### src/design/pers_pkg.sv
package pers_pkg;
  localparam logic [11:0] PERS_AER_BASE = 12'h100;
  localparam logic [11:0] PERS_DSN_BASE = 12'h140;
  localparam logic [11:0] PERS_NEXT_NONE = 12'h000;
  localparam logic [7:0] PERS_OFS_HDR = 8'h00;
  localparam logic [7:0] PERS_OFS_UNC_STS = 8'h04;
  localparam logic [7:0] PERS_OFS_UNC_MSK = 8'h08;
  localparam logic [7:0] PERS_OFS_UNC_SEV = 8'h0c;
  localparam logic [7:0] PERS_OFS_COR_STS = 8'h10;
  localparam logic [7:0] PERS_OFS_COR_MSK = 8'h14;
  localparam logic [7:0] PERS_OFS_FEP = 8'h18;
  localparam logic [7:0] PERS_OFS_HLOG0 = 8'h1c;
  localparam logic [7:0] PERS_OFS_HLOG3 = 8'h28;
  localparam logic [7:0] PERS_OFS_SN_LO = 8'h04;
  localparam logic [7:0] PERS_OFS_SN_HI = 8'h08;
  localparam logic [15:0] PERS_AER_CAP_ID = 16'h0001;
  localparam logic [15:0] PERS_DSN_CAP_ID = 16'h0003;
  localparam logic [3:0] PERS_CAP_VER = 4'h1;
  localparam int PERS_NEXT_LSB = 20;
  localparam int PERS_VER_LSB = 16;
  // Implemented bits: DLP 4, poison 12..UR 20 except 19
  localparam logic [31:0] PERS_UNC_IMPL = 32'h0017_f010;
  localparam logic [31:0] PERS_UNC_SEV_RST = 32'h0006_2010;
  // Correctable: 0, 6, 7, 8, 12, 13
  localparam logic [15:0] PERS_COR_IMPL = 16'h31c1;
  localparam logic [15:0] PERS_COR_MSK_RST = 16'h2000;
  localparam logic [2:0] PERS_FUNC0 = 3'h0;
endpackage

### src/design/pers_regs.sv
// Overview of operation
// - Uncorrectable status bits 4 and 12-18, 20 set by their error sources.
// - Writing one clears an implemented status bit; status resets to zero.
// - Uncorrectable mask, one bit per status bit, blocks error message.
// - Severity one reports fatal, zero reports non-fatal.
// - Severity resets one at 4, 13, 17, 18; only implemented severity bits writable.
// - Correctable status bits 0, 6, 7, 8, 12, 13 set by sources.
// - Correctable mask, one bit per status bit, blocks error message.
// - Advisory non-fatal mask resets to one, other masks zero.
// - Read-only first-error pointer in bits 3:0, reset zero.
// - Read-only 128-bit header log of offending packet, reset zero.
// - Read-only 64-bit unique serial number.
// - Serial capability is header, serial low dword, serial high dword.
// - Header holds next offset 31:20, version 19:16, ID 0003h.
// - Serial capability decoded for function 0 only.
// - Error capability at 0x100, serial capability at 0x140.
// - Error header next pointer 0x140 if serial enabled, else 0x000.
`timescale 1ns/100ps
`default_nettype none
module pers_regs
  import pers_pkg::*;
#(
  parameter logic [63:0] SERIAL_NUMBER = 64'h0123_4567_89ab_cdef // Arbitrary value
) (
  input wire logic CORE_CLK_I,
  input wire logic RESET_I,
  input wire logic STICKY_RESET_I,
  input wire logic SERIAL_CAP_EN_I,
  input wire logic CFG_RD_I,
  input wire logic CFG_WR_I,
  input wire logic [2:0] CFG_FUNC_I,
  input wire logic [11:0] CFG_ADDR_I,
  input wire logic [31:0] CFG_WDATA_I,
  input wire logic [3:0] CFG_BE_I,
  input wire logic [31:0] UNC_ERR_I,
  input wire logic [15:0] COR_ERR_I,
  input wire logic [127:0] ERR_HDR_I,
  output logic [31:0] CFG_RDATA_O,
  output logic CFG_RVALID_O,
  output logic UNC_REPORT_O,
  output logic UNC_FATAL_O,
  output logic COR_REPORT_O
);
  logic [7:0] ofs;
  logic aer_hit;
  logic dsn_hit;
  logic wr_unc_sts;
  logic wr_unc_msk;
  logic wr_unc_sev;
  logic wr_cor_sts;
  logic wr_cor_msk;
  logic [31:0] wmask;
  logic [31:0] wr_bits;
  logic [31:0] unc_new;
  logic [15:0] cor_new;
  logic [3:0] first_bit;
  logic [1:0] hlog_sel;
  logic [31:0] unc_sts_q;
  logic [31:0] unc_sts_d;
  logic [31:0] unc_msk_q;
  logic [31:0] unc_msk_d;
  logic [31:0] unc_sev_q;
  logic [31:0] unc_sev_d;
  logic [15:0] cor_sts_q;
  logic [15:0] cor_sts_d;
  logic [15:0] cor_msk_q;
  logic [15:0] cor_msk_d;
  logic [3:0] fep_q;
  logic [3:0] fep_d;
  logic [127:0] hlog_q;
  logic [127:0] hlog_d;
  logic [31:0] rdata_q;
  logic [31:0] rdata_d;
  logic rvalid_q;
  logic rvalid_d;
  logic unc_rep_q;
  logic unc_rep_d;
  logic unc_fat_q;
  logic unc_fat_d;
  logic cor_rep_q;
  logic cor_rep_d;

  // Dword decode; address bits 1:0 select nothing
  always_comb begin
    ofs = {2'b00, CFG_ADDR_I[5:2], 2'b00};
    aer_hit = 1'b0;
    dsn_hit = 1'b0;
    if (CFG_FUNC_I == PERS_FUNC0) begin
      if (CFG_ADDR_I[11:6] == PERS_AER_BASE[11:6]) begin
        aer_hit = 1'b1;
      end
      if (CFG_ADDR_I[11:6] == PERS_DSN_BASE[11:6] && SERIAL_CAP_EN_I) begin
        dsn_hit = 1'b1;
      end
    end
  end

  for (genvar b = 0; b < 4; b++) begin : g_be
    assign wmask[8*b +: 8] = {8{CFG_BE_I[b]}};
  end
  assign wr_bits = CFG_WDATA_I & wmask;
  assign unc_new = UNC_ERR_I & PERS_UNC_IMPL;
  assign cor_new = COR_ERR_I & PERS_COR_IMPL;

  always_comb begin
    wr_unc_sts = 1'b0;
    wr_unc_msk = 1'b0;
    wr_unc_sev = 1'b0;
    wr_cor_sts = 1'b0;
    wr_cor_msk = 1'b0;
    if (CFG_WR_I && aer_hit) begin
      case (ofs)
        PERS_OFS_UNC_STS: begin
          wr_unc_sts = 1'b1;
        end
        PERS_OFS_UNC_MSK: begin
          wr_unc_msk = 1'b1;
        end
        PERS_OFS_UNC_SEV: begin
          wr_unc_sev = 1'b1;
        end
        PERS_OFS_COR_STS: begin
          wr_cor_sts = 1'b1;
        end
        PERS_OFS_COR_MSK: begin
          wr_cor_msk = 1'b1;
        end
        // Read-only and unmapped offsets drop the write
        default: begin
        end
      endcase
    end
  end

  // A new event wins over a same-cycle clear, so no error is lost
  always_comb begin
    unc_sts_d = unc_sts_q;
    unc_msk_d = unc_msk_q;
    unc_sev_d = unc_sev_q;
    if (wr_unc_sts) begin
      unc_sts_d = unc_sts_q & ~wr_bits;
    end
    if (wr_unc_msk) begin
      unc_msk_d = ((unc_msk_q & ~wmask) | wr_bits) & PERS_UNC_IMPL;
    end
    if (wr_unc_sev) begin
      unc_sev_d = ((unc_sev_q & ~wmask) | wr_bits) & PERS_UNC_IMPL;
    end
    unc_sts_d = (unc_sts_d | unc_new) & PERS_UNC_IMPL;
  end

  // Sticky state only follows the power-on reset
  always_ff @(posedge CORE_CLK_I or posedge STICKY_RESET_I) begin
    if (STICKY_RESET_I) begin
      unc_sts_q <= 32'h0000_0000;
      unc_msk_q <= 32'h0000_0000;
      unc_sev_q <= PERS_UNC_SEV_RST;
    end else begin
      unc_sts_q <= unc_sts_d;
      unc_msk_q <= unc_msk_d;
      unc_sev_q <= unc_sev_d;
    end
  end

  always_comb begin
    cor_sts_d = cor_sts_q;
    cor_msk_d = cor_msk_q;
    if (wr_cor_sts) begin
      cor_sts_d = cor_sts_q & ~wr_bits[15:0];
    end
    if (wr_cor_msk) begin
      cor_msk_d = ((cor_msk_q & ~wmask[15:0]) | wr_bits[15:0]) & PERS_COR_IMPL;
    end
    cor_sts_d = (cor_sts_d | cor_new) & PERS_COR_IMPL;
  end

  always_ff @(posedge CORE_CLK_I or posedge STICKY_RESET_I) begin
    if (STICKY_RESET_I) begin
      cor_sts_q <= 16'h0000;
      cor_msk_q <= PERS_COR_MSK_RST;
    end else begin
      cor_sts_q <= cor_sts_d;
      cor_msk_q <= cor_msk_d;
    end
  end

  // Lowest new bit wins; the 4-bit field keeps only low bits of 16..20
  always_comb begin
    first_bit = 4'h0;
    for (int i = 31; i >= 0; i--) begin
      if (unc_new[i]) begin
        first_bit = i[3:0];
      end
    end
  end

  always_comb begin
    fep_d = fep_q;
    hlog_d = hlog_q;
    if (unc_new != 32'h0000_0000 && unc_sts_q == 32'h0000_0000) begin
      fep_d = first_bit;
      hlog_d = ERR_HDR_I;
    end
  end

  always_ff @(posedge CORE_CLK_I or posedge STICKY_RESET_I) begin
    if (STICKY_RESET_I) begin
      fep_q <= 4'h0;
      hlog_q <= '0;
    end else begin
      fep_q <= fep_d;
      hlog_q <= hlog_d;
    end
  end

  // Reports use the mask as it stood before any same-cycle write
  always_comb begin
    unc_rep_d = |(unc_new & ~unc_msk_q);
    unc_fat_d = |(unc_new & ~unc_msk_q & unc_sev_q);
    cor_rep_d = |(cor_new & ~cor_msk_q);
  end

  always_ff @(posedge CORE_CLK_I or posedge RESET_I) begin
    if (RESET_I) begin
      unc_rep_q <= 1'b0;
      unc_fat_q <= 1'b0;
      cor_rep_q <= 1'b0;
    end else begin
      unc_rep_q <= unc_rep_d;
      unc_fat_q <= unc_fat_d;
      cor_rep_q <= cor_rep_d;
    end
  end

  always_comb begin
    rdata_d = 32'h0000_0000;
    rvalid_d = CFG_RD_I;
    hlog_sel = ofs[3:2] + 2'h1;
    if (CFG_RD_I && aer_hit) begin
      case (ofs)
        PERS_OFS_HDR: begin
          rdata_d = {SERIAL_CAP_EN_I ? PERS_DSN_BASE : PERS_NEXT_NONE,
                     PERS_CAP_VER, PERS_AER_CAP_ID};
        end
        PERS_OFS_UNC_STS: begin
          rdata_d = unc_sts_q;
        end
        PERS_OFS_UNC_MSK: begin
          rdata_d = unc_msk_q;
        end
        PERS_OFS_UNC_SEV: begin
          rdata_d = unc_sev_q;
        end
        PERS_OFS_COR_STS: begin
          rdata_d = {16'h0000, cor_sts_q};
        end
        PERS_OFS_COR_MSK: begin
          rdata_d = {16'h0000, cor_msk_q};
        end
        PERS_OFS_FEP: begin
          rdata_d = {28'h000_0000, fep_q};
        end
        default: begin
          // Log dwords start at the last slot of a 16-byte row
          if (ofs >= PERS_OFS_HLOG0 && ofs <= PERS_OFS_HLOG3) begin
            case (hlog_sel)
              2'h0: rdata_d = hlog_q[31:0];
              2'h1: rdata_d = hlog_q[63:32];
              2'h2: rdata_d = hlog_q[95:64];
              2'h3: rdata_d = hlog_q[127:96];
              default: rdata_d = 32'h0000_0000;
            endcase
          end
        end
      endcase
    end else if (CFG_RD_I && dsn_hit) begin
      case (ofs)
        PERS_OFS_HDR: begin
          rdata_d = {PERS_NEXT_NONE, PERS_CAP_VER, PERS_DSN_CAP_ID};
        end
        PERS_OFS_SN_LO: begin
          rdata_d = SERIAL_NUMBER[31:0];
        end
        PERS_OFS_SN_HI: begin
          rdata_d = SERIAL_NUMBER[63:32];
        end
        default: begin
          rdata_d = 32'h0000_0000;
        end
      endcase
    end
  end

  always_ff @(posedge CORE_CLK_I or posedge RESET_I) begin
    if (RESET_I) begin
      rdata_q <= 32'h0000_0000;
      rvalid_q <= 1'b0;
    end else begin
      rdata_q <= rdata_d;
      rvalid_q <= rvalid_d;
    end
  end

  assign CFG_RDATA_O = rdata_q;
  assign CFG_RVALID_O = rvalid_q;
  assign UNC_REPORT_O = unc_rep_q;
  assign UNC_FATAL_O = unc_fat_q;
  assign COR_REPORT_O = cor_rep_q;
endmodule
`default_nettype wire

### config.mk
export PLATFORM = sky130hd
export DESIGN_NAME = pers_regs
export DESIGN_NICKNAME = d
export VERILOG_FILES = /design/src/design/pers_pkg.sv /design/src/design/pers_regs.sv
export SDC_FILE = /design/constraint.sdc
export NUM_CORES = 1
export LEC_CHECK = 0
export BUFFER_PORTS_ARGS = -buffer_cell sky130_fd_sc_hd__buf_4
export CAP_MARGIN = 20
export CORE_MARGIN = 2
export CORE_UTILIZATION = 48
export DETAILED_ROUTE_END_ITERATION = 10
export PLACE_DENSITY = 0.72
export SLEW_MARGIN = 15
export SYNTH_ARGS = -nofsm -noshare
export SYNTH_HDL_FRONTEND = slang
export SYNTH_SLANG_ARGS = --single-unit
### constraint.sdc
create_clock -name CORE_CLK_I -period 6.1 [get_ports CORE_CLK_I]
set_input_delay 0.915 -clock CORE_CLK_I [delete_from_list [all_inputs] [get_ports CORE_CLK_I]]
set_output_delay 0.915 -clock CORE_CLK_I [all_outputs]
set_load 0.02 [all_outputs]
Word-level counts from Yosys, hierarchy flattened
Index checks and enable logic that the tools add are counted.
Widths: inputs -> output; s select.
{"block": "op_classes", "eq_ne": 11, "n_addsub": 1, "mux": 32, "magnitude_cmp": 2, "bitwise_logic": 20, "reduce_logical": 14}
{"cell": "$pmux 32 s7", "n": 1}
{"cell": "$pmux 32 s4", "n": 1}
{"cell": "$mux 32", "n": 3}
{"cell": "$pmux 32 s3", "n": 1}
{"cell": "$and 21x21->21", "n": 4}
{"cell": "$reduce_or 32->1", "n": 2}
{"cell": "$or 21x21->21", "n": 3}
{"cell": "$not 21->21", "n": 2}
{"cell": "$and 21x32->32", "n": 1}
{"cell": "$and 32x21->32", "n": 1}
{"cell": "$logic_not 32->1", "n": 1}
{"cell": "$mux 4", "n": 8}
{"cell": "$not 21->32", "n": 1}
{"cell": "$reduce_bool 32->1", "n": 1}
{"cell": "$and 14x14->14", "n": 2}
{"cell": "$not 14->14", "n": 2}
{"cell": "$or 14x14->14", "n": 2}
{"cell": "$mux 21", "n": 1}
{"cell": "$and 14x16->16", "n": 1}
{"cell": "$not 14->16", "n": 1}
{"cell": "$reduce_or 16->1", "n": 1}
{"cell": "$mux 1", "n": 14}
{"cell": "$mux 14", "n": 1}
{"cell": "$eq 4x3->1 const B", "n": 3}
{"cell": "other kinds (14)", "n": 22}
{"block": "word_totals", "output_inout_bits": 36, "reg_bits": 207, "elab_cells": 92, "input_bits": 233}

Depth between registers and ports, before layout
Gate-level depths: netlist of the first run.
{"block": "depth", "depth_word": 9, "ltp_mapped": 7, "mapped_depth_nobuf": 4}

Worst setup path before layout of the first run
No wires, ideal clock.
{"block": "synth_path", "kind": "in2reg", "startpoint": "input port CFG_ADDR_I[9]", "endpoint": "register (tool-made name)", "setup_ps": 125, "t_arrival_ps": 2243, "path_buffers": 0, "slack_ps": 3732, "cell_stages": 4, "t_required_ps": 5975, "cell_sequence": "nor4b_2 -> nand4_1 -> nor2_1 -> mux2_2"}
{"element": "start: declaration", "line_no": "pers_regs.sv:32", "text": "input wire logic [11:0] CFG_ADDR_I,"}

Final worst setup path of the first run
{"block": "layout_path", "startpoint": "input port CFG_ADDR_I[2]", "endpoint": "register rdata_q[11] (netlist: CFG_RDATA_O[11])"}
{"block": "layout_via", "elab_chain_len": 6, "elab_cells_between_ends": 21, "classes_between": "add/sub (1); order compare (2); eq/ne (9); mux (6); reduce/logical (3)"}
{"element": "$add 2x1->2", "line_no": "pers_regs.sv:238", "text": "hlog_sel = ofs[3:2] + 2'h1;"}
{"element": "$eq 2x2->1, or another cell as far along", "line_no": "pers_regs.sv:266", "text": "case (hlog_sel)"}
{"element": "$pmux 32 s4", "line_no": "pers_regs.sv:266"}
{"element": "$mux 32", "line_no": "pers_regs.sv:265", "text": "if (ofs >= PERS_OFS_HLOG0 && ofs <= PERS_OFS_HLOG3) begin"}
{"element": "$pmux 32 s7", "line_no": "pers_regs.sv:240", "text": "case (ofs)"}
{"element": "$mux 32 *", "line_no": "pers_regs.sv:239", "text": "if (CFG_RD_I && aer_hit) begin"}
{"element": "named net rdata_d[11]", "line_no": "pers_regs.sv:73", "text": "logic [31:0] rdata_d;"}
{"element": "end signal: assignment", "line_no": "pers_regs.sv:299", "text": "rdata_q <= rdata_d;"}
{"element": "end: declaration", "line_no": "pers_regs.sv:72", "text": "logic [31:0] rdata_q;"}
Mark *: on every way through the listed nets, which the timed path passes. The rest lies on a longest branch.
A chain may end at the register's enable or synchronous reset.

==> summary.md, run 1 <==
| Metric | Value |
|---|---|
| EDFF count, synth | `0` |
| DRT antenna net count | `0` |
| Fill cells | `1,572` |
| Ys Warns | `0` |
| # clock sinks | `207` |
| Routed WL | `23,800 um` |
| Starting Density | `0.486` |
| CTS buffer count | `23` |
| H-Tree Level Count | `1` |
| Most frequent cells in the layout | `223 x buf_4, 202 x dfrtp_1, 90 x mux2_1, 68 x mux2_2, 33 x o21ai_0` |
| Number of global-route vias before repair | `6,696` |
| Die H | `144 um` |
| Fin crit period | `3160 ps` |
| Port bufs | `213` |
| DP HPWL | `16,600 um` |
| Avg Cell Area, Syn | `13.8 um2` |
| Setup TNS | `0 ps` |
| Largest net degree at the start of global routing | `91` |
| Multi-input logic area | `0.00383 mm2` |
| Worst IR drop on VDD | `0.230 mV` |
| Worst slew pin tran | `894 ps` |
| Initial antenna violation count | `0` |
| Critical Path Source Type | `input pin` |
| Clk Latency, worst-skew pair | `500 ps` |
| Worst Hold Slack | `476 ps` |
| Total GRT Usage | `0.234` |
| Clk buf depth | `3` |
| Slew Viols, Final | `0` |
| Synthesized flop and latch total | `207` |
| Hold crit path type | `flop to flop` |
| GR Overflow Total | `0` |
| RSZ-0062 raised after global routing | `no` |
| Area Growth Syn to Fin | `26.5%` |
| Worst slew margin | `0.403` |
| # setup viols final | `0` |
| Crit-path max FO | `55` |
| Critical path class | `input pin to flop` |
| Die ar. | `0.0207 mm2` |
| Nets | `1,119` |
| Number of post-CTS setup repair buffers | `0` |
| Asr flop ratio synth | `1.00` |
| Max-cap violations | `0` |
| Run status | `finished clean` |
| Ant. Diodes | `0` |
| Reg-to-Reg End | `hlog_q[36]$_DFFE_PP0P_` |
| Crit. End Element | `flop` |
| Reg2reg path depth | `6` |
| Row cnt | `51` |
| DR vias/cell | `5.48` |
| Pleak | `5.33 nW` |
| Post-synthesis cell area | `0.00940 mm2` |
| Total instance count after detailed placement | `1,126` |
| Vias | `6,395` |
| Register-to-register setup slack | `3210 ps` |
| Initial drt markers | `352` |
| Die Wd | `144 um` |
| Setup Skew | `14.8 ps` |
| Worst R2R Start | `unc_sts_q[16]$_DFF_PP0_` |
| Register area | `0.00519 mm2` |
| Final Cycle Share | `0.518` |
| Final Hold Fails | `0` |
| IO Pins | `269` |
| Hold-fix buffers, CTS | `0` |
| Post-CTS sizing | `0` |
| Global-route wire length before repair | `37,200 um` |
| Share of layout cells above drive strength 1 | `0.412` |
| DRC errors left | `0` |
| GPL Wtd Cong | `0.868` |
| Pwr dens | `260 mW/mm2` |
| Post-Synthesis Cells | `679` |
| FMAX | `0.316 GHz` |
| Critical Path AT | `3570 ps` |
| Synth unique cells | `57` |
| Wire length per cell | `20.4 um` |
| CTS tree | `yes` |
| Core Region | `0.0193 mm2` |
| Most common cell after layout, fill and taps aside | `buf_4` |
| Register area share after synthesis | `0.552` |
| Clock-pin slew on the worst setup and hold paths | `60 ps` |
| Crit path to | `CFG_RDATA_O[11]$_DFF_PP0_` |
| Clock Tree Root | `clkbuf_16` |
| Final cell count without fillers | `1,167` |
| Crit path from | `CFG_ADDR_I[2]` |
| Mapped Nets | `912` |
| Worst path required time | `6500 ps` |
| TritonRoute pass-1 iters | `5` |
| Dominant synthesized flop cell | `dfrtp_1` |
area by class of cell:
class	count	area share
sequential	207	0.436
multi-input combinational	401	0.322
timing repair buffer	223	0.141
clock buffer	34	0.0553
tap	265	0.0279
inverter	30	0.00990
clock inverter	7	0.00769
layer usage:
layer | share of wire | track usage
met1 | 0.43 | 0.326
met2 | 0.47 | 0.371
met3 | 0.078 | 0.0593
met4 | 0.021 | 0.0578
met5 | 0 | 0
worst min path at each step:
stage | from | slack (ps) | end | cells past startpoint
floorplan | cor_sts_q[6]$_DFF_PP0_ | 450 | cor_sts_q[6]$_DFF_PP0_ | 1
global placement | cor_sts_q[7]$_DFF_PP0_ | 460 | cor_sts_q[7]$_DFF_PP0_ | 1
detailed placement | cor_sts_q[12]$_DFF_PP0_ | 470 | cor_sts_q[12]$_DFF_PP0_ | 1
CTS | cor_sts_q[7]$_DFF_PP0_ | 480 | cor_sts_q[7]$_DFF_PP0_ | 1
global route | hlog_q[4]$_DFFE_PP0P_ | 490 | hlog_q[4]$_DFFE_PP0P_ | 1
finish | hlog_q[4]$_DFFE_PP0P_ | 480 | hlog_q[4]$_DFFE_PP0P_ | 1
report_power, final:
group | switching [W] | internal (W)
clock network | 0.000545 | 0.000830
logic | 0.000123 | 0.000153
registers | 0.0000235 | 0.00142
worst max-delay path: stages:
cell and delay (ps):
buf_4 590, nand2b_1 440, nor3_2 720, nand2_1 600, o21ai_0 260
cell usage after synthesis, drive strengths merged, types with 2 or more instances:
master  number  area share
a221oi       5      0.0047
and3b        2      0.0019
nor2        20      0.0080
nand2        8      0.0032
o22ai        3      0.0020
nand4b       2      0.0025
a22oi       12      0.0096
and2         6      0.0040
dfstp        5       0.014
a211oi       2      0.0016
mux4        25       0.060
mux2       158        0.19
a311oi       3      0.0028
o221a        4      0.0048
nor4         5      0.0079
and3         2      0.0013
o221ai       2      0.0019
inv         30       0.012
nor3         8      0.0048
buf         30       0.026
nor4b        2      0.0032
a21o        12      0.0096
nor2b       15       0.010
clkbuf      11      0.0045
mux2i        7      0.0075
nand3       22       0.012
nand2b       5      0.0041
o22a         6      0.0056
a21oi        4      0.0021
a222oi       4      0.0043
o21ai       35       0.019
nand3b       2      0.0016
a31oi        5      0.0033
and4         3      0.0028
dfrtp      202        0.54
a22o         4      0.0037
through the flow:
step | total power [W] | setup slack, ps | utilization | cell area [um2]
after floorplan | 0.00161 | 561 | - | 9400
after global placement | 0.00174 | 2480 | 0.576 | 11100
after detailed placement | 0.00175 | 2440 | 0.576 | 11100
after CTS | 0.00313 | 2960 | 0.615 | 11900
after global routing | 0.00321 | 2790 | 0.615 | 11900
final | 0.00310 | 2940 | 0.615 | 11900
logic make-up (layout without fill, tap and decap cells):
logic type	count (synthesis)	count (layout)	synth area share
buf+inv	71	294	0.0421
flops	207	207	0.552
compound gates	107	107	0.0806
mux	190	190	0.257
simple gates	104	104	0.0687
(Power assumes the default switching activity.)
==> run 2, diff against run 1 <==
--- a/config.mk
+++ b/config.mk
@@ -5,12 +5,13 @@
 export SDC_FILE = /design/constraint.sdc
 export NUM_CORES = 1
 export LEC_CHECK = 0
+export ABC_AREA = 1
 export BUFFER_PORTS_ARGS = -buffer_cell sky130_fd_sc_hd__buf_4
 export CAP_MARGIN = 20
 export CORE_MARGIN = 2
 export CORE_UTILIZATION = 48
 export DETAILED_ROUTE_END_ITERATION = 10
-export PLACE_DENSITY = 0.72
+export PLACE_DENSITY = 0.74
 export SLEW_MARGIN = 15
 export SYNTH_ARGS = -nofsm -noshare
 export SYNTH_HDL_FRONTEND = slang
==> constraint.sdc (replaced) <==
create_clock -name CORE_CLK_I -period 2.56 [get_ports CORE_CLK_I]
set_input_delay 0.384 -clock CORE_CLK_I [delete_from_list [all_inputs] [get_ports CORE_CLK_I]]
set_output_delay 0.384 -clock CORE_CLK_I [all_outputs]
set_load 0.02 [all_outputs]
==> summary.md, run 2 <==
| Metric | Value |
|---|---|
| Worst path required time | `3000 ps (-3500 ps)` |
| Critical path class | `flop to flop` |
| Post-synthesis cell area | `0.00962 mm2 (+2.4%)` |
| Post-CTS sizing | `0 (unchanged)` |
| Setup Skew | `8.78 ps (-6.00 ps)` |
| Clk buf depth | `3 (unchanged)` |
| Pleak | `6.61 nW (+24%)` |
| Ant. Diodes | `0 (unchanged)` |
| Most frequent cell after synthesis | `nand2_1` |
| Initial antenna violation count | `0 (unchanged)` |
| Worst slew pin tran | `799 ps (-95.8 ps)` |
| Crit-path max FO | `73 (+33%)` |
| DR vias/cell | `5.23 (-4.6%)` |
| Routed WL | `29,200 um (+22%)` |
| Run status | `finished clean` |
| Critical Path Source Type | `flop` |
| Starting Density | `0.491 (+0.00516)` |
| Synth unique cells | `28 (-51%)` |
| Clk Latency, worst-skew pair | `510 ps (about the same)` |
| TritonRoute pass-1 iters | `6 (+1)` |
| Crit. End Element | `flop` |
| Global-route wire length before repair | `46,100 um (+24%)` |
| Avg Cell Area, Syn | `7.65 um2 (-45%)` |
| Post-synth top area share | `0.525 (-0.0126)` |
| Die H | `146 um (+1.2%)` |
| Pwr dens | `623 mW/mm2 (+140%)` |
| Setup TNS | `0 ps (unchanged)` |
| Dpl ws | `386 ps (-2050 ps)` |
| # clock sinks | `207 (unchanged)` |
| GR Overflow Total | `0 (unchanged)` |
| Dominant synthesized flop cell | `dfrtp_1` |
| Clock-pin slew on the worst setup and hold paths | `60 ps (about the same)` |
| Critical Path AT | `2400 ps (-1170 ps)` |
| Port bufs | `213 (unchanged)` |
| Die Wd | `146 um (+1.2%)` |
| Synthesized flop and latch total | `207 (unchanged)` |
| Share of layout cells above drive strength 1 | `0.209 (-0.204)` |
| Worst Hold Slack | `70.3 ps (-406 ps)` |
| Ys Warns | `0 (unchanged)` |
| # setup viols final | `0 (unchanged)` |
| Initial drt markers | `748 (+110%)` |
| DP HPWL | `20,600 um (+24%)` |
| Row cnt | `51 (unchanged)` |
| Vias | `9,132 (+43%)` |
| DRC errors left | `0 (unchanged)` |
| Yosys top cell by area | `dfrtp_1` |
| Depth of the worst hold-timing path | `3 (+2)` |
| Hold crit path type | `input pin to flop` |
| Total GRT Usage | `0.273 (+0.0390)` |
| RSZ-0062 raised after global routing | `no` |
| Nets | `1,698 (+52%)` |
| Die ar. | `0.0212 mm2 (+2.3%)` |
| Synth cell count leaders | `667 x nand2_1, 202 x dfrtp_1, 98 x nand3_1` |
| Wire length per cell | `16.7 um (-18%)` |
| Number of post-CTS setup repair buffers | `0 (unchanged)` |
| FMAX | `0.512 GHz` |
| Fin crit period | `1950 ps` |
| Asr flop ratio synth | `1.00 (unchanged)` |
| Final Hold Fails | `0 (unchanged)` |
| Post-Synthesis Cells | `1,258 (+85%)` |
| Final Cycle Share | `0.764` |
| DRT antenna net count | `0 (unchanged)` |
| Synth area leaders | `dfrtp_1 53%, nand2_1 26%, nand3_1 5.1%` |
| CTS buffer count | `23 (unchanged)` |
| H-Tree Level Count | `1 (unchanged)` |
| CTS tree | `yes` |
| Most common cell after layout, fill and taps aside | `nand2_1` |
| Slew Viols, Final | `0 (unchanged)` |
| Met1 usage | `0.368 (+0.0415)` |
| Clock Tree Root | `clkbuf_16` |
| Reg2reg path depth | `7 (+1)` |
| GPL Wtd Cong | `0.901 (+3.8%)` |
| Number of global-route vias before repair | `8,813 (+32%)` |
| Mapped Nets | `1,491 (+63%)` |
| Met3 global-route usage | `0.0627 (+0.00338)` |
| M2 GR Usage | `0.445 (+0.0741)` |
| Layer with the highest usage | `met2` |
| Multi-input logic area | `0.00397 mm2 (+3.8%)` |
| IO Pins | `269 (unchanged)` |
| Area Growth Syn to Fin | `29.3%` |
| EDFF count, synth | `0 (unchanged)` |
| Total chip power | `0.00776 W (+150%)` |
| Fin worst setup slack | `605 ps (-2330 ps)` |
| Core Region | `0.0196 mm2 (+1.3%)` |
| Largest net degree at the start of global routing | `74 (-19%)` |
| Fill cells | `1,702 (+8.3%)` |
| Register area | `0.00519 mm2 (unchanged)` |
| Worst IR drop on VDD | `0.470 mV (+100%)` |
| Max-cap violations | `0 (unchanged)` |
| Register area share after synthesis | `0.539 (-0.0129)` |
| Final core occ | `0.635 (+0.0205)` |
| Worst slew margin | `0.464 (+0.0615)` |
| Most frequent cells in the layout | `667 x nand2_1, 238 x buf_4, 202 x dfrtp_1, 98 x nand3_1, 49 x nor2_1` |
run 2: changes by cell type after synthesis, sizes merged, moves of 25 or more:
cell	before	now
nand3	22	98
nor2	20	57
mux2	158	0
nand2	8	671
nand4	1	42
mux4	25	0
run 2: where the power goes:
group	leakage [nW]	total [W]	internal, W	switching, W
logic	3.73	0.000725	0.000318	0.000407
registers	2.48	0.00344	0.00338	0.0000604
clock network	0.392	0.00359	0.00222	0.00137
run 2: metal layers:
metal / up-vias / routed length, um
met1: 4274 / 11800
met2: 430 / 13700
li1: 4375 / -
met4: 0 / 818
met5: - / 0
met3: 53 / 2790
run 2: repair_timing:
item	4_1_cts	5_1_grt
endpoints found under the setup margin	0	0
endpoints found under the hold margin	30	0
hold buffers	3	0
run 2: layout make-up:
type / count / area share
multi-input combinational: 940 / 0.319
sequential: 207 / 0.417
clock inverter: 14 / 0.0171
clock buffer: 27 / 0.0491
inverter: 45 / 0.0139
timing repair buffer: 248 / 0.157
tap: 265 / 0.0266
run 2: stage by stage:
stage | instance area [um2] | std cells
after CTS | 12400 | 1746
after global placement | 11600 | 1701
final | 12400 | 1746
after floorplan | 9630 | 1258
after global routing | 12400 | 1746
after detailed placement | 11600 | 1702
run 2: critical path: stages, from the launching register on:
cell     delay [ps]
dfrtp_1         380
or2_1           260
nor2_1          110
nand3_1         110
nor2_4          420
buf_12          350
nand2_1         120
nand2_1          90
run 2: final timing paths:
check                                             start  slack (ps)                       to
max in group asynchronous                STICKY_RESET_I        1410                async pin
worst max register to register  unc_sts_q[20]$_DFF_PP0_         610   hlog_q[61]$_DFFE_PP0P_
worst min register to register  hlog_q[109]$_DFFE_PP0P_         470  hlog_q[109]$_DFFE_PP0P_
worst min-delay path                      ERR_HDR_I[37]          70   hlog_q[37]$_DFFE_PP0P_
min in group asynchronous                STICKY_RESET_I         450   hlog_q[40]$_DFFE_PP0P_
worst max-delay path            unc_sts_q[20]$_DFF_PP0_         610   hlog_q[61]$_DFFE_PP0P_
run 2: kinds of logic after synthesis:
group	count (synthesis)	synth area share
buffers and inverters	111	0.0511
AND/OR/NAND/NOR	888	0.379
flip-flops	207	0.539
AO/OA/AOI/OAI	52	0.0304
==> run 3, diff against run 2 <==
==> constraint.sdc (replaced) <==
create_clock -name CORE_CLK_I -period 1.6 [get_ports CORE_CLK_I]
set_input_delay 0.24 -clock CORE_CLK_I [delete_from_list [all_inputs] [get_ports CORE_CLK_I]]
set_output_delay 0.24 -clock CORE_CLK_I [all_outputs]
set_load 0.02 [all_outputs]
==> summary.md, run 3 (synthesized netlist as in run 2, its figures left out) <==
| Metric | Value |
|---|---|
| Run status | `complete, but fails checks` |
| Failing checks | `setup timing` |
| Crit. End Element | `flop` |
| Register area | `0.00519 mm2 (unchanged)` |
| Port bufs | `213 (unchanged)` |
| Worst path required time | `2000 ps (-1000 ps)` |
| Pwr dens | `835 mW/mm2 (+34%)` |
| TritonRoute pass-1 iters | `6 (unchanged)` |
| CTS buffer count | `23 (unchanged)` |
| Crit path from | `unc_sts_q[18]$_DFF_PP0_` |
| Most frequent cells in the layout | `601 x nand2_1, 266 x buf_4, 202 x dfrtp_1, 151 x dlygate4sd3_1, 97 x nand3_1` |
| Slew Viols, Final | `0 (unchanged)` |
| FMAX | `0.585 GHz (+14%)` |
| Worst slew margin | `0.674 (+0.210)` |
| Fin worst setup slack | `-111 ps (-716 ps)` |
| IO Pins | `269 (unchanged)` |
| Most common cell after layout, fill and taps aside | `nand2_1` |
| Placed cell area | `0.0120 mm2 (+3.3%)` |
| Share of layout cells above drive strength 1 | `0.261 (+0.0526)` |
| Die ar. | `0.0212 mm2 (unchanged)` |
| Register-to-register setup slack | `-110 ps (-720 ps)` |
| Hold crit path type | `input pin to flop` |
| GPL Wtd Cong | `0.946 (+5.1%)` |
| Worst Hold Slack | `12.2 ps (-58.1 ps)` |
| Max stage delay on crit path | `370 ps (-50 ps)` |
| Initial drt markers | `1,024 (+37%)` |
| Multi-input logic area | `0.00422 mm2 (+6.2%)` |
| H-Tree Level Count | `1 (unchanged)` |
| Die Wd | `146 um (unchanged)` |
| Vias | `10,900 (+19%)` |
| Total GRT Usage | `0.324 (+0.0506)` |
| Nets | `1,909 (+12%)` |
| Die H | `146 um (unchanged)` |
| Worst slew pin tran | `488 ps (-311 ps)` |
| Worst-path cell chain | `or2_4 -> nor3_4 -> o21ai_4 -> buf_12 -> buf_12 -> nand2_1 -> nand2_1` |
| Reg2reg path depth | `7 (unchanged)` |
| Total chip power | `0.0126 W (+62%)` |
| RSZ-0062 raised after global routing | `yes` |
| Setup Skew | `18.2 ps (+9.44 ps)` |
| DP HPWL | `21,600 um (+4.8%)` |
| Wire length per cell | `20.0 um (+20%)` |
| Core Region | `0.0196 mm2 (unchanged)` |
| Critical path class | `flop to flop` |
| Setup TNS | `-2620 ps (-2620 ps)` |
| Number of global-route vias before repair | `10,500 (+19%)` |
| Area Growth Syn to Fin | `56.5%` |
| Routed WL | `39,200 um (+34%)` |
| Reg-to-Reg End | `hlog_q[119]$_DFFE_PP0P_` |
| Clk Latency, worst-skew pair | `540 ps (+30 ps)` |
| # setup viols final | `85 (+85)` |
| Worst R2R Start | `unc_sts_q[18]$_DFF_PP0_` |
| GR Overflow Total | `0 (unchanged)` |
| Global-route wire length before repair | `54,400 um (+18%)` |
| Clk buf depth | `3 (unchanged)` |
| Critical Path Source Type | `flop` |
| Depth of the worst hold-timing path | `3 (unchanged)` |
| Final Cycle Share | `1.07 (+0.306)` |
| Fin crit period | `1710 ps (-244 ps)` |
| Starting Density | `0.491 (unchanged)` |
| Pleak | `7.75 nW (+17%)` |
| Crit path to | `hlog_q[119]$_DFFE_PP0P_` |
| DR vias/cell | `5.57 (+6.5%)` |
| DRC errors left | `0 (unchanged)` |
| Clock-pin slew on the worst setup and hold paths | `60 ps (about the same)` |
| DRT antenna net count | `0 (unchanged)` |
| Slowest stage cell, crit path | `dfrtp_1` |
| Critical Path AT | `2110 ps (-290 ps)` |
| Crit-path max FO | `9 (-88%)` |
| Fill cells | `1,244 (-27%)` |
| Row cnt | `51 (unchanged)` |
| Final Hold Fails | `0 (unchanged)` |
| Worst IR drop on VDD | `0.729 mV (+55%)` |
| Final instance area | `0.0151 mm2 (+21%)` |
| CTS tree | `yes` |
| # clock sinks | `207 (unchanged)` |
| Clock Tree Root | `clkbuf_16` |
| Initial antenna violation count | `1 (+1)` |
| Largest net degree at the start of global routing | `49 (-34%)` |
| Max-cap violations | `0 (unchanged)` |
-- run 3: critical path, delay by kind of cell (launching register included) --
kind | cells | cell delay, ps
AOI/OAI and AO/OA | 1 | 160
buffers and inverters | 2 | 330
DFF | 1 | 370
and+or+nand+nor | 4 | 700
-- run 3: worst min path at each step --
stage,start,endpoint,slack (ps)
floorplan,CFG_RD_I,CFG_RVALID_O$_DFF_PP0_,270
global placement,STICKY_RESET_I,hlog_q[69]$_DFFE_PP0P_,280
detailed placement,STICKY_RESET_I,hlog_q[69]$_DFFE_PP0P_,280
CTS,UNC_ERR_I[17],UNC_FATAL_O$_DFF_PP0_,2
global route,CFG_WDATA_I[6],flop,10
finish,UNC_ERR_I[17],UNC_FATAL_O$_DFF_PP0_,10
-- run 3: repair_timing --
| action | in CTS | in global routing |
|---|---|---|
| buffers inserted | 3 | 6 |
| hold buffers | 151 | 0 |
| endpoints found under the hold margin | 202 | 0 |
| resized for setup | 6 | 91 |
| endpoints found under the setup margin | 116 | 131 |
| cloned | 1 | 18 |
| pin swaps | 1 | 6 |
-- run 3: power breakdown --
part	total [W]	switching (W)	internal (W)
logic	0.00164	0.000824	0.000818
clock network	0.00539	0.00224	0.00315
registers	0.00554	0.000127	0.00541
total	0.0126	0.00319	0.00938
-- run 3: final cells by class --
type,count,area share
Timing Repair Buffer,459,0.291
Tap cell,265,0.0220
Clock buffer,34,0.0456
Multi-Input combinational cell,940,0.280
Sequential cell,207,0.344
Antenna cell,1,0.000166
Inverter,45,0.0115
Clock inverter,7,0.00524
-- run 3: stage by stage --
| step | utilization | worst slack [ps] | instances |
|---|---|---|---|
| after floorplan | - | -819 | 1258 |
| after global placement | 0.611 | -60.2 | 1737 |
| after detailed placement | 0.611 | -62.0 | 1737 |
| after global routing | 0.769 | -109 | 1958 |
| final | 0.769 | -111 | 1958 |
| after CTS | 0.732 | -24.1 | 1933 |
-- run 3: metal layers --
layer,wire [um],part of all wire,GRT usage
met2,18500,0.47,0.539
met1,13900,0.36,0.408
met4,2460,0.063,0.160
met3,4210,0.11,0.0611
met5,0,0,0
